[src/design/mdb_pkg.sv]
package mdb_pkg;

  // Controller clock
  localparam longint unsigned CLK_HZ = 64'd50_000_000;

  // Timing figures in milliseconds
  localparam longint unsigned HOLD_MS      = 64'd1500;
  localparam longint unsigned BLANK_MS     = 64'd1500;
  localparam longint unsigned MAX_BRAKE_MS = 64'd12000;
  localparam longint unsigned REM_MIN_MS   = 64'd200;
  localparam longint unsigned REM_MAX_MS   = 64'd2000;
  localparam longint unsigned REM_EXT_MS   = 64'd3000;
  localparam longint unsigned BOUNCE_MS    = 64'd20;
  localparam longint unsigned LEAD_MS      = 64'd20;
  localparam longint unsigned CUR_CHECK_MS = 64'd500;
  localparam longint unsigned MIN_GAP_MS   = 64'd10000;
  localparam longint unsigned MAINS_OFF_MS = 64'd5000;
  localparam longint unsigned FLASH_ON_MS  = 64'd200;
  localparam longint unsigned FLASH_OFF_MS = 64'd300;
  localparam longint unsigned PAUSE_MS     = 64'd1500;

  // Cycle counts, rounded up, at least one cycle
  function automatic logic [31:0] msToCyc(input longint unsigned ms);
    longint unsigned c;
    c = (ms * CLK_HZ + 64'd999) / 64'd1000;
    if (c == 64'd0) begin
      c = 64'd1;
    end
    return c[31:0];
  endfunction : msToCyc

  localparam logic [31:0] HOLD_CYC      = msToCyc(HOLD_MS);
  localparam logic [31:0] BLANK_CYC     = msToCyc(BLANK_MS);
  localparam logic [31:0] MAX_BRAKE_CYC = msToCyc(MAX_BRAKE_MS);
  localparam logic [31:0] REM_MIN_CYC   = msToCyc(REM_MIN_MS);
  localparam logic [31:0] REM_MAX_CYC   = msToCyc(REM_MAX_MS);
  localparam logic [31:0] REM_EXT_CYC   = msToCyc(REM_EXT_MS);
  localparam logic [31:0] BOUNCE_CYC    = msToCyc(BOUNCE_MS);
  localparam logic [31:0] LEAD_CYC      = msToCyc(LEAD_MS);
  localparam logic [31:0] CUR_CHECK_CYC = msToCyc(CUR_CHECK_MS);
  localparam logic [31:0] MIN_GAP_CYC   = msToCyc(MIN_GAP_MS);
  localparam logic [31:0] MAINS_OFF_CYC = msToCyc(MAINS_OFF_MS);
  localparam logic [31:0] FLASH_ON_CYC  = msToCyc(FLASH_ON_MS);
  localparam logic [31:0] FLASH_OFF_CYC = msToCyc(FLASH_OFF_MS);
  localparam logic [31:0] PAUSE_CYC     = msToCyc(PAUSE_MS);

  // Setting limits in percent
  localparam logic [6:0] CUR_MIN_PCT   = 7'h0A;
  localparam logic [6:0] PCT_MAX       = 7'h64;
  localparam logic [6:0] SS_ENABLE_PCT = 7'h14;

  // Register map
  localparam logic [11:0] CTRL_OFFSET   = 12'h000;
  localparam logic [11:0] STATUS_OFFSET = 12'h004;
  localparam int          CTRL_CUR_LSB  = 0;
  localparam int          CTRL_SS_LSB   = 8;
  localparam logic [6:0]  CUR_TRIM_RST  = 7'h32;
  localparam logic [6:0]  SS_TRIM_RST   = 7'h28;
  localparam int          STAT_STATE_LSB = 0;
  localparam int          STAT_FAULT_LSB = 4;
  localparam int          STAT_CONS_LSB  = 8;
  localparam int          STAT_OUT_LSB   = 12;

  // Flash codes
  localparam logic [2:0] CODE_NONE     = 3'h0;
  localparam logic [2:0] CODE_NOSTAND  = 3'h1;
  localparam logic [2:0] CODE_CURRENT  = 3'h2;
  localparam logic [2:0] CODE_FREQ     = 3'h3;
  localparam logic [2:0] CODE_LOCKOUT  = 3'h5;
  localparam logic [1:0] LOCKOUT_COUNT = 2'h2;

  typedef enum logic [3:0] {
    MDB_POWERUP, MDB_STANDBY, MDB_RUNNING, MDB_REMANENCE, MDB_PREP,
    MDB_BOUNCE, MDB_BRAKING, MDB_HOLD, MDB_RELEASE
  } mdb_state_type;

endpackage : mdb_pkg

[src/design/mdb_brake_seq.sv]
// What this block does
// - Mains on with no fault standing closes interlock and fault relay
// - Powering up with motor off never brakes
// - Motor voltage drop starts braking sequence
// - Interlock path open throughout braking
// - Star contactor path closed throughout braking
// - Adaptive remanence delay, relay, bounce, then current
// - Current setpoint from trim, ten to hundred percent
// - Standstill ends current after 1.5 s
// - Standstill threshold from separate trim
// - No third phase: blank standstill first 1.5 s
// - Break contact or voltage drop triggers braking
// - No break contact: remanence may stretch half
// - No break contact: interlock opens before relay
// - Ready lit steady with mains, no fault
// - Ready flashes fault code bursts with pause
// - Current indicator lit while current flows
// - Fault relay closed only with supply, no fault
// - Motor restart clears standstill, current faults
// - Lockout faults clear after 5 s mains loss
// - Threshold below twenty percent: brake full time
//
// The register offsets and the APB slave port are this design's own decisions.
module mdb_brake_seq #(
  parameter logic [31:0] HOLD_CYC      = mdb_pkg::HOLD_CYC,
  parameter logic [31:0] BLANK_CYC     = mdb_pkg::BLANK_CYC,
  parameter logic [31:0] MAX_BRAKE_CYC = mdb_pkg::MAX_BRAKE_CYC,
  parameter logic [31:0] REM_MIN_CYC   = mdb_pkg::REM_MIN_CYC,
  parameter logic [31:0] REM_MAX_CYC   = mdb_pkg::REM_MAX_CYC,
  parameter logic [31:0] REM_EXT_CYC   = mdb_pkg::REM_EXT_CYC,
  parameter logic [31:0] BOUNCE_CYC    = mdb_pkg::BOUNCE_CYC,
  parameter logic [31:0] LEAD_CYC      = mdb_pkg::LEAD_CYC,
  parameter logic [31:0] CUR_CHECK_CYC = mdb_pkg::CUR_CHECK_CYC,
  parameter logic [31:0] MIN_GAP_CYC   = mdb_pkg::MIN_GAP_CYC,
  parameter logic [31:0] MAINS_OFF_CYC = mdb_pkg::MAINS_OFF_CYC,
  parameter logic [31:0] FLASH_ON_CYC  = mdb_pkg::FLASH_ON_CYC,
  parameter logic [31:0] FLASH_OFF_CYC = mdb_pkg::FLASH_OFF_CYC,
  parameter logic [31:0] PAUSE_CYC     = mdb_pkg::PAUSE_CYC
) (
  input  wire logic        ref_clk,
  input  wire logic        resetn,
  input  wire logic        psel,
  input  wire logic        penable,
  input  wire logic        pwrite,
  input  wire logic [11:0] paddr,
  input  wire logic [31:0] pwdata,
  output logic      [31:0] prdata,
  output logic             pready,
  output logic             pslverr,
  input  wire logic        mainsPresent,
  input  wire logic        motorVoltagePresent,
  input  wire logic        startContactWired,
  input  wire logic        startContactClosed,
  input  wire logic        thirdPhaseConnected,
  input  wire logic        remanenceLow,
  input  wire logic [6:0]  standstillLevel,
  input  wire logic        currentReached,
  output logic             interlockClosed,
  output logic             starContactorClosed,
  output logic             brakeRelayClosed,
  output logic             brakeCurrentEnable,
  output logic      [6:0]  brakeCurrentSetpoint,
  output logic             readyIndicator,
  output logic             currentIndicator,
  output logic             faultRelayClosed
);

  typedef struct packed {
    mdb_pkg::mdb_state_type st;
    logic [31:0]            stTmr;
    logic [31:0]            brkTmr;
    logic [31:0]            gapTmr;
    logic                   gapRun;
    logic [31:0]            offTmr;
    logic                   fNoStand;
    logic                   fCur;
    logic                   fFreq;
    logic                   fLock;
    logic [1:0]             consec;
    logic                   curSeen;
    logic                   ssMissed;
    logic                   viaContact;
    logic [6:0]             curTrim;
    logic [6:0]             ssTrim;
    logic [31:0]            rdata;
    logic                   slvErr;
    logic                   interlock;
    logic                   star;
    logic                   relay;
    logic                   curEn;
    logic [6:0]             setpoint;
    logic                   faultRelay;
  } mdb_seq_type;

  mdb_seq_type q_ff;
  mdb_seq_type nxt_q;
  logic [2:0]  faultCode;

  function automatic logic [6:0] clampPct(input logic [6:0] v, input logic [6:0] lo);
    logic [6:0] r;
    r = v;
    if (r < lo) begin
      r = lo;
    end
    if (r > mdb_pkg::PCT_MAX) begin
      r = mdb_pkg::PCT_MAX;
    end
    return r;
  endfunction : clampPct

  always_comb begin
    logic        held;
    logic        trigger;
    logic        standstill;
    logic [31:0] remMax;
    logic        setup;
    nxt_q      = q_ff;
    held       = q_ff.fFreq | q_ff.fLock;
    trigger    = 1'b0;
    standstill = 1'b0;
    remMax     = REM_MAX_CYC;
    setup      = psel & ~penable;
    nxt_q.stTmr  = q_ff.stTmr + 32'h1;
    nxt_q.offTmr = '0;
    if (q_ff.gapRun && q_ff.gapTmr < MIN_GAP_CYC) begin
      nxt_q.gapTmr = q_ff.gapTmr + 32'h1;
    end

    // Register bus: write at access, read data captured at setup
    nxt_q.slvErr = 1'b0;
    if (setup) begin
      nxt_q.rdata = '0;
      case (paddr)
        mdb_pkg::CTRL_OFFSET: begin
          nxt_q.rdata[mdb_pkg::CTRL_CUR_LSB +: 7] = q_ff.curTrim;
          nxt_q.rdata[mdb_pkg::CTRL_SS_LSB +: 7]  = q_ff.ssTrim;
        end
        mdb_pkg::STATUS_OFFSET: begin
          nxt_q.rdata[mdb_pkg::STAT_STATE_LSB +: 4] = q_ff.st;
          nxt_q.rdata[mdb_pkg::STAT_FAULT_LSB +: 4] =
            {q_ff.fLock, q_ff.fFreq, q_ff.fCur, q_ff.fNoStand};
          nxt_q.rdata[mdb_pkg::STAT_CONS_LSB +: 2] = q_ff.consec;
          nxt_q.rdata[mdb_pkg::STAT_OUT_LSB +: 4] =
            {q_ff.curEn, q_ff.relay, q_ff.star, q_ff.interlock};
        end
        default: begin
          nxt_q.slvErr = 1'b1;
        end
      endcase
    end
    if (psel && penable && pwrite && paddr == mdb_pkg::CTRL_OFFSET) begin
      nxt_q.curTrim = pwdata[mdb_pkg::CTRL_CUR_LSB +: 7];
      nxt_q.ssTrim  = pwdata[mdb_pkg::CTRL_SS_LSB +: 7];
    end
    nxt_q.setpoint = clampPct(q_ff.curTrim, mdb_pkg::CUR_MIN_PCT);

    if (q_ff.ssTrim >= mdb_pkg::SS_ENABLE_PCT &&
        standstillLevel < clampPct(q_ff.ssTrim, 7'h00)) begin
      standstill = 1'b1;
    end
    // Blanked early; a stop seen there runs full time
    if (!thirdPhaseConnected && q_ff.brkTmr < BLANK_CYC) begin
      nxt_q.ssMissed = q_ff.ssMissed | standstill;
      standstill     = 1'b0;
    end
    standstill = standstill & ~q_ff.ssMissed;
    trigger = ~motorVoltagePresent | (startContactWired & startContactClosed);
    if (!q_ff.viaContact) begin
      remMax = REM_EXT_CYC;
    end

    if (!mainsPresent) begin
      // Without supply every contact drops open
      nxt_q.st         = mdb_pkg::MDB_POWERUP;
      nxt_q.interlock  = 1'b0;
      nxt_q.star       = 1'b0;
      nxt_q.relay      = 1'b0;
      nxt_q.curEn      = 1'b0;
      nxt_q.offTmr     = q_ff.offTmr;
      if (q_ff.offTmr >= MAINS_OFF_CYC - 32'h1) begin
        nxt_q.fFreq  = 1'b0;
        nxt_q.fLock  = 1'b0;
        nxt_q.consec = '0;
      end else begin
        nxt_q.offTmr = q_ff.offTmr + 32'h1;
      end
    end else begin
      case (q_ff.st)
        mdb_pkg::MDB_POWERUP: begin
          nxt_q.st        = mdb_pkg::MDB_STANDBY;
          nxt_q.interlock = ~held;
          nxt_q.star      = held;
        end
        mdb_pkg::MDB_STANDBY: begin
          if (motorVoltagePresent) begin
            nxt_q.st = mdb_pkg::MDB_RUNNING;
            nxt_q.fNoStand = 1'b0;
            nxt_q.fCur     = 1'b0;
          end
        end
        mdb_pkg::MDB_RUNNING: begin
          if (trigger) begin
            nxt_q.st         = mdb_pkg::MDB_REMANENCE;
            nxt_q.stTmr      = '0;
            nxt_q.viaContact = startContactWired;
            if (q_ff.gapRun && q_ff.gapTmr < MIN_GAP_CYC) begin
              nxt_q.fFreq = 1'b1;
            end
            if (startContactWired) begin
              nxt_q.interlock = 1'b0;
              nxt_q.star      = 1'b1;
            end
          end
        end
        mdb_pkg::MDB_REMANENCE: begin
          if (!q_ff.viaContact && motorVoltagePresent) begin
            nxt_q.st = mdb_pkg::MDB_RUNNING;
          end else if ((q_ff.stTmr >= REM_MIN_CYC - 32'h1 && remanenceLow) ||
                       q_ff.stTmr >= remMax - 32'h1) begin
            nxt_q.st        = mdb_pkg::MDB_PREP;
            nxt_q.stTmr     = '0;
            nxt_q.interlock = 1'b0;
            nxt_q.star      = 1'b1;
          end
        end
        mdb_pkg::MDB_PREP: begin
          if (q_ff.stTmr >= LEAD_CYC - 32'h1) begin
            nxt_q.st    = mdb_pkg::MDB_BOUNCE;
            nxt_q.stTmr = '0;
            nxt_q.relay = 1'b1;
          end
        end
        mdb_pkg::MDB_BOUNCE: begin
          if (q_ff.stTmr >= BOUNCE_CYC - 32'h1) begin
            nxt_q.st      = mdb_pkg::MDB_BRAKING;
            nxt_q.curEn   = 1'b1;
            nxt_q.brkTmr  = '0;
            nxt_q.curSeen = 1'b0;
            nxt_q.ssMissed = 1'b0;
          end
        end
        mdb_pkg::MDB_BRAKING, mdb_pkg::MDB_HOLD: begin
          nxt_q.brkTmr = q_ff.brkTmr + 32'h1;
          if (currentReached) begin
            nxt_q.curSeen = 1'b1;
          end
          if (q_ff.brkTmr == CUR_CHECK_CYC - 32'h1 && !q_ff.curSeen && !currentReached) begin
            nxt_q.fCur = 1'b1;
          end
          if (q_ff.st == mdb_pkg::MDB_HOLD) begin
            if (q_ff.stTmr >= HOLD_CYC - 32'h1) begin
              nxt_q.st     = mdb_pkg::MDB_RELEASE;
              nxt_q.stTmr  = '0;
              nxt_q.curEn  = 1'b0;
              nxt_q.consec = '0;
            end
          end else if (q_ff.brkTmr >= MAX_BRAKE_CYC - 32'h1) begin
            nxt_q.st       = mdb_pkg::MDB_RELEASE;
            nxt_q.stTmr    = '0;
            nxt_q.curEn    = 1'b0;
            nxt_q.fNoStand = 1'b1;
            if (q_ff.consec == mdb_pkg::LOCKOUT_COUNT) begin
              nxt_q.fLock  = 1'b1;
              nxt_q.consec = '0;
            end else begin
              nxt_q.consec = q_ff.consec + 2'h1;
            end
          end else if (standstill) begin
            nxt_q.st    = mdb_pkg::MDB_HOLD;
            nxt_q.stTmr = '0;
          end
        end
        mdb_pkg::MDB_RELEASE: begin
          if (q_ff.stTmr == LEAD_CYC - 32'h1) begin
            nxt_q.relay = 1'b0;
          end
          if (q_ff.stTmr >= LEAD_CYC + LEAD_CYC - 32'h1) begin
            nxt_q.st        = mdb_pkg::MDB_STANDBY;
            nxt_q.interlock = ~(nxt_q.fFreq | nxt_q.fLock);
            nxt_q.star      = nxt_q.fFreq | nxt_q.fLock;
            nxt_q.gapRun    = 1'b1;
            nxt_q.gapTmr    = '0;
          end
        end
        default: begin
          nxt_q.st = mdb_pkg::MDB_POWERUP;
        end
      endcase
    end
    // Fault relay from supply and faults
    nxt_q.faultRelay = mainsPresent &
      ~(nxt_q.fNoStand | nxt_q.fCur | nxt_q.fFreq | nxt_q.fLock);
  end

  always_ff @(posedge ref_clk or negedge resetn) begin
    if (!resetn) begin
      q_ff          <= '0;
      q_ff.st       <= mdb_pkg::MDB_POWERUP;
      q_ff.curTrim  <= mdb_pkg::CUR_TRIM_RST;
      q_ff.ssTrim   <= mdb_pkg::SS_TRIM_RST;
      q_ff.setpoint <= mdb_pkg::CUR_TRIM_RST;
    end else begin
      q_ff <= nxt_q;
    end
  end

  always_comb begin
    faultCode = mdb_pkg::CODE_NONE;
    if (q_ff.fLock) begin
      faultCode = mdb_pkg::CODE_LOCKOUT;
    end else if (q_ff.fFreq) begin
      faultCode = mdb_pkg::CODE_FREQ;
    end else if (q_ff.fCur) begin
      faultCode = mdb_pkg::CODE_CURRENT;
    end else if (q_ff.fNoStand) begin
      faultCode = mdb_pkg::CODE_NOSTAND;
    end
  end

  mdb_flash_code #(
    .ON_CYC    (FLASH_ON_CYC),
    .OFF_CYC   (FLASH_OFF_CYC),
    .PAUSE_CYC (PAUSE_CYC)
  ) uFlash (
    .ref_clk (ref_clk),
    .resetn  (resetn),
    .enable  (mainsPresent),
    .code    (faultCode),
    .led     (readyIndicator)
  );

  assign pready               = 1'b1;
  assign prdata               = q_ff.rdata;
  assign pslverr              = q_ff.slvErr & psel & penable;
  assign interlockClosed      = q_ff.interlock;
  assign starContactorClosed  = q_ff.star;
  assign brakeRelayClosed     = q_ff.relay;
  assign brakeCurrentEnable   = q_ff.curEn;
  assign brakeCurrentSetpoint = q_ff.setpoint;
  assign currentIndicator     = q_ff.curEn;
  assign faultRelayClosed     = q_ff.faultRelay;

endmodule : mdb_brake_seq

[src/design/mdb_flash_code.sv]
module mdb_flash_code #(
  parameter logic [31:0] ON_CYC    = mdb_pkg::FLASH_ON_CYC,
  parameter logic [31:0] OFF_CYC   = mdb_pkg::FLASH_OFF_CYC,
  parameter logic [31:0] PAUSE_CYC = mdb_pkg::PAUSE_CYC
) (
  input  wire logic       ref_clk,
  input  wire logic       resetn,
  input  wire logic       enable,
  input  wire logic [2:0] code,
  output logic            led
);

  typedef struct packed {
    logic [31:0] tmr;
    logic [2:0]  cnt;
    logic        lit;
    logic        pause;
    logic        led;
  } mdb_flash_type;

  mdb_flash_type q_ff;
  mdb_flash_type nxt_q;

  always_comb begin
    nxt_q     = q_ff;
    nxt_q.tmr = q_ff.tmr + 32'h1;
    if (!enable || code == mdb_pkg::CODE_NONE) begin
      // Steady light while healthy, dark without mains
      nxt_q     = '0;
      nxt_q.led = enable;
    end else if (q_ff.pause) begin
      if (q_ff.tmr >= PAUSE_CYC - 32'h1) begin
        nxt_q.pause = 1'b0;
        nxt_q.lit   = 1'b1;
        nxt_q.tmr   = '0;
        nxt_q.cnt   = '0;
      end
    end else if (q_ff.lit) begin
      if (q_ff.tmr >= ON_CYC - 32'h1) begin
        nxt_q.lit = 1'b0;
        nxt_q.tmr = '0;
        nxt_q.cnt = q_ff.cnt + 3'h1;
      end
    end else if (q_ff.tmr >= OFF_CYC - 32'h1) begin
      nxt_q.tmr = '0;
      if (q_ff.cnt >= code) begin
        nxt_q.pause = 1'b1;
      end else begin
        nxt_q.lit = 1'b1;
      end
    end
    if (enable && code != mdb_pkg::CODE_NONE) begin
      nxt_q.led = nxt_q.lit;
    end
  end

  always_ff @(posedge ref_clk or negedge resetn) begin
    if (!resetn) begin
      q_ff <= '0;
    end else begin
      q_ff <= nxt_q;
    end
  end

  assign led = q_ff.led;

endmodule : mdb_flash_code

[config.mk]
export PLATFORM = sky130hd
export DESIGN_NAME = mdb_brake_seq
export DESIGN_NICKNAME = d
export VERILOG_FILES = /design/src/design/mdb_pkg.sv /design/src/design/mdb_brake_seq.sv /design/src/design/mdb_flash_code.sv
export SDC_FILE = /design/constraint.sdc
export NUM_CORES = 1
export LEC_CHECK = 0
export BUFFER_PORTS_ARGS = -buffer_cell sky130_fd_sc_hd__buf_2
export CAP_MARGIN = 20
export CORE_MARGIN = 2
export CORE_UTILIZATION = 61
export CTS_CLUSTER_DIAMETER = 120
export DETAILED_ROUTE_END_ITERATION = 7
export GPL_ROUTABILITY_DRIVEN = 0
export MAX_ROUTING_LAYER = met4
export PLACE_DENSITY = 0.81
export SLEW_MARGIN = 0
export SYNTH_ARGS = -nofsm -noshare
export SYNTH_HDL_FRONTEND = slang
export SYNTH_HIERARCHICAL = 1
export SYNTH_SLANG_ARGS = --single-unit
[constraint.sdc]
create_clock -name ref_clk -period 3.7 [get_ports ref_clk]
set_input_delay 0.185 -clock ref_clk [delete_from_list [all_inputs] [get_ports ref_clk]]
set_output_delay 0.185 -clock ref_clk [all_outputs]
set_load 0.01 [all_outputs]
==> metrics.txt <==
status=finished clean; ant diodes=0; post-synthesis async set-or-reset flop share=100%; # DRC=0; IO Count=111; clock-pin slew on the worst setup and hold paths=60 ps; Post-Place Worst Slack=562 ps; Initial Util=~62%; Data arrival, critical path=3640 ps; power per cell area=491 nW/µm²; period utilisation layout=87.4%; TritonCTS buffer count=24; largest net degree at the start of global routing=between 90 and 100; Setup Viol. Count Final=0; Max Clock Skew=around 12 ps; via count=10,549; RSZ-0062 raised after global routing=no; DR WL/cell=roughly 17 µm; initial antenna violation count=0; fin. max-slew vios=0; core box area=20,800 µm²; Max FO, Critical Path=4; share of cells above drive strength 1=13.9%; CP required=4100 ps; via/cell ratio=between 6 and 7; worst-case vdd ir drop=484 µV; Routed WL=29,800 µm; clock latency on the worst-skew pair=520 ps; final worst path period need=between 3000 and 4000 ps; CP Capture Type=flip-flop; Seq/Total Area, Yosys=between 40 and 50%; mapped cell area=approximately 13,000 µm²; synth warn=6; Setup WS post-layout=467 ps; type of the worst setup path=flip-flop to flip-flop; Final Instance Area=14,200 µm²; mean area per synthesized cell=9.18 µm²; die footprint=22,200 µm²; CTS resizes=0; H-tree Lvls=1; dpl hpwl=19,700 µm; actual slew at the worst max-slew pin=849 ps; register bit total from synthesis=223; clk root buf=clkbuf_16; IO Port Bufs=75; CTS tree=yes; fin nets=1,525; Non-Filler Instances=1,731; die height=~150 µm; global-route wire length before repair=50,100 µm; P_leak=6.13 nW; clock sinks=between 200 and 250; final hold vios=0; clk buf depth=3; Synth-to-Final Area Change=10.8%; Critical Path Start=q_ff[50]; hold path startpoint=psel; fmax=between 0.3 and 0.4 GHz; remaining global-route overflow=0; RR Startpoint=q_ff[50]; initial DRC count=723; Gate Count Post-Synth=between 1,000 and 1,500; Unique masters post-synth=84; post-route ant nets=0; hold slack=just over 90 ps; Core Rows=53; Filler cells=1,599; Area after DPL=13,200 µm²; MaxCap Viol Count=0; setup TNS=0 ps; Hold Path Class=input pin to flip-flop; CP Launch Type=flip-flop; DR pass1 iterations=5; GR Util All Layers=27.9%; Post-Place Cells=1,669; die width=149 µm; vias in the first global route=10,359; Main synth FF type=dfrtp_1; EDFF count, synth=0; slew margin rel.=43.2%
[cells in the final DEF, fill, tap and decap left out, drive strengths merged, types with 9 or more instances in the layout]
cell type and instances:
a211oi 9, a21oi 45, and3 26, and4 13, buf 90, clkbuf 34
conb 22, dfrtp 215, dlygate4sd3 17, ha 24, inv 28, mux2 17
mux2i 20, nand2 136, nand2b 17, nand3 72, nand4 36, nor2 184
nor2b 16, nor3 44, nor4 39, o21ai 56, o31ai 14, or2 9
or3 20, or4 10, xnor2 60, xor2 46
[where the power goes]
part	internal (W)	switching, W
combinational	0.000562	0.000743
sequential	0.00263	0.000374
clock	0.00170	0.000975
total	0.00489	0.00209
[worst paths after layout]
check,slack [ps],depth (start not counted),end
worst max-delay path,470,9,q_ff[198]
worst min-delay path,90,4,prdata[14]
worst max register to register,470,9,q_ff[198]
worst min register to register,410,0,brakeCurrentSetpoint[5]
max in group asynchronous,2490,3,q_ff[75]
min in group asynchronous,280,2,q_ff[124]
[stage by stage]
stage / util (%) / total power, W
finish: 68.3 / 0.00698
CTS: 68.3 / 0.00700
detailed placement: 63.2 / 0.00430
floorplan: - / 0.00394
global placement: 63.2 / 0.00425
global route: 68.3 / 0.00730
[kinds of logic (layout without fill, tap and decap cells)]
logic type | Yosys count | in the layout | share of synthesized area, %
and+or+nand+nor | 660 | 660 | 27.2
xor gates and xnor gates | 106 | 106 | 7.23
AOI/OAI and AO/OA | 203 | 203 | 10.7
muxes | 37 | 37 | 3.05
buffers and inverters | 144 | 181 | 5.89
DFF | 223 | 223 | 43.5
other | 3 | 22 | 0.0876
adders and majority gates | 24 | 24 | 2.34
[critical path, cell delays in order, from the launching register on]
cell and delay (ps):
dfstp_2 570, inv_1 70, ha_1 300, a21o_1 180
a221oi_1 290, o21ai_0 190, a211oi_1 450, nor4_1 160
a211oi_1 500, mux2_2 400
[layer usage]
metal,up-vias,routed length (µm),global-route usage [%]
met2,326,15100,47.0
met4,0,979,9.29
met3,85,1350,3.30
met5,-,0,-
met1,5152,12300,35.4
li1,4986,-,-
[synth_stat cells (7+ instances only)]
master      n  area, µm²
clkbuf_1   58        218
or4_1       9       67.6
buf_4      43        323
xor2_1     46        403
nand2b_1   17        106
dfstp_2     8        210
and3_1     26        163
nor2_1    164        616
mux2_2     17        191
nor4b_1     7       61.3
o21ai_0    55        275
a31oi_1     7       43.8
a21oi_1    44        220
o211ai_1    7       52.6
nand4_1    36        225
nor2b_1    16        100
nand3_1    72        360
or2_2       8       50.1
nor3_1     44        220
mux2i_1    20        200
nor3b_1     8       60.1
dfrtp_1   215       5380
and4_1     13        114
inv_1      28        105
o31ai_1    14        105
xnor2_1    60        526
a211oi_1    9       67.6
nor2_4     19        214
a21o_1      8       60.1
nor4_1     38        238
ha_1       24        300
or3_1      18        113
nand2_1   136        510
[sequential cells by signal, indices dropped and copies added, names as in the netlist]
name,cells
starContactorClosed,1
interlockClosed,1
prdata,16
brakeCurrentSetpoint,7
uFlash/led,1
brakeCurrentEnable,1
q_ff,157
uFlash/q_ff,37
brakeRelayClosed,1
faultRelayClosed,1
[repair_timing]
item,4_1_cts,5_1_grt
buffers inserted,0,0
endpoints found under the hold margin,100,0
hold buffers,17,0
[cell type report]
type / instances / area (µm²) / share of cell area [%]
sequential: 223 / 5590 / 39.3
tap: 275 / 344 / 2.42
clock buffer: 34 / 679 / 4.77
timing repair buffer: 107 / 698 / 4.91
clock inverter: 10 / 203 / 1.42
multi-input combinational: 1052 / 6600 / 46.4
inverter: 30 / 113 / 0.791
Note: power is estimated with default switching activity, not from simulation.
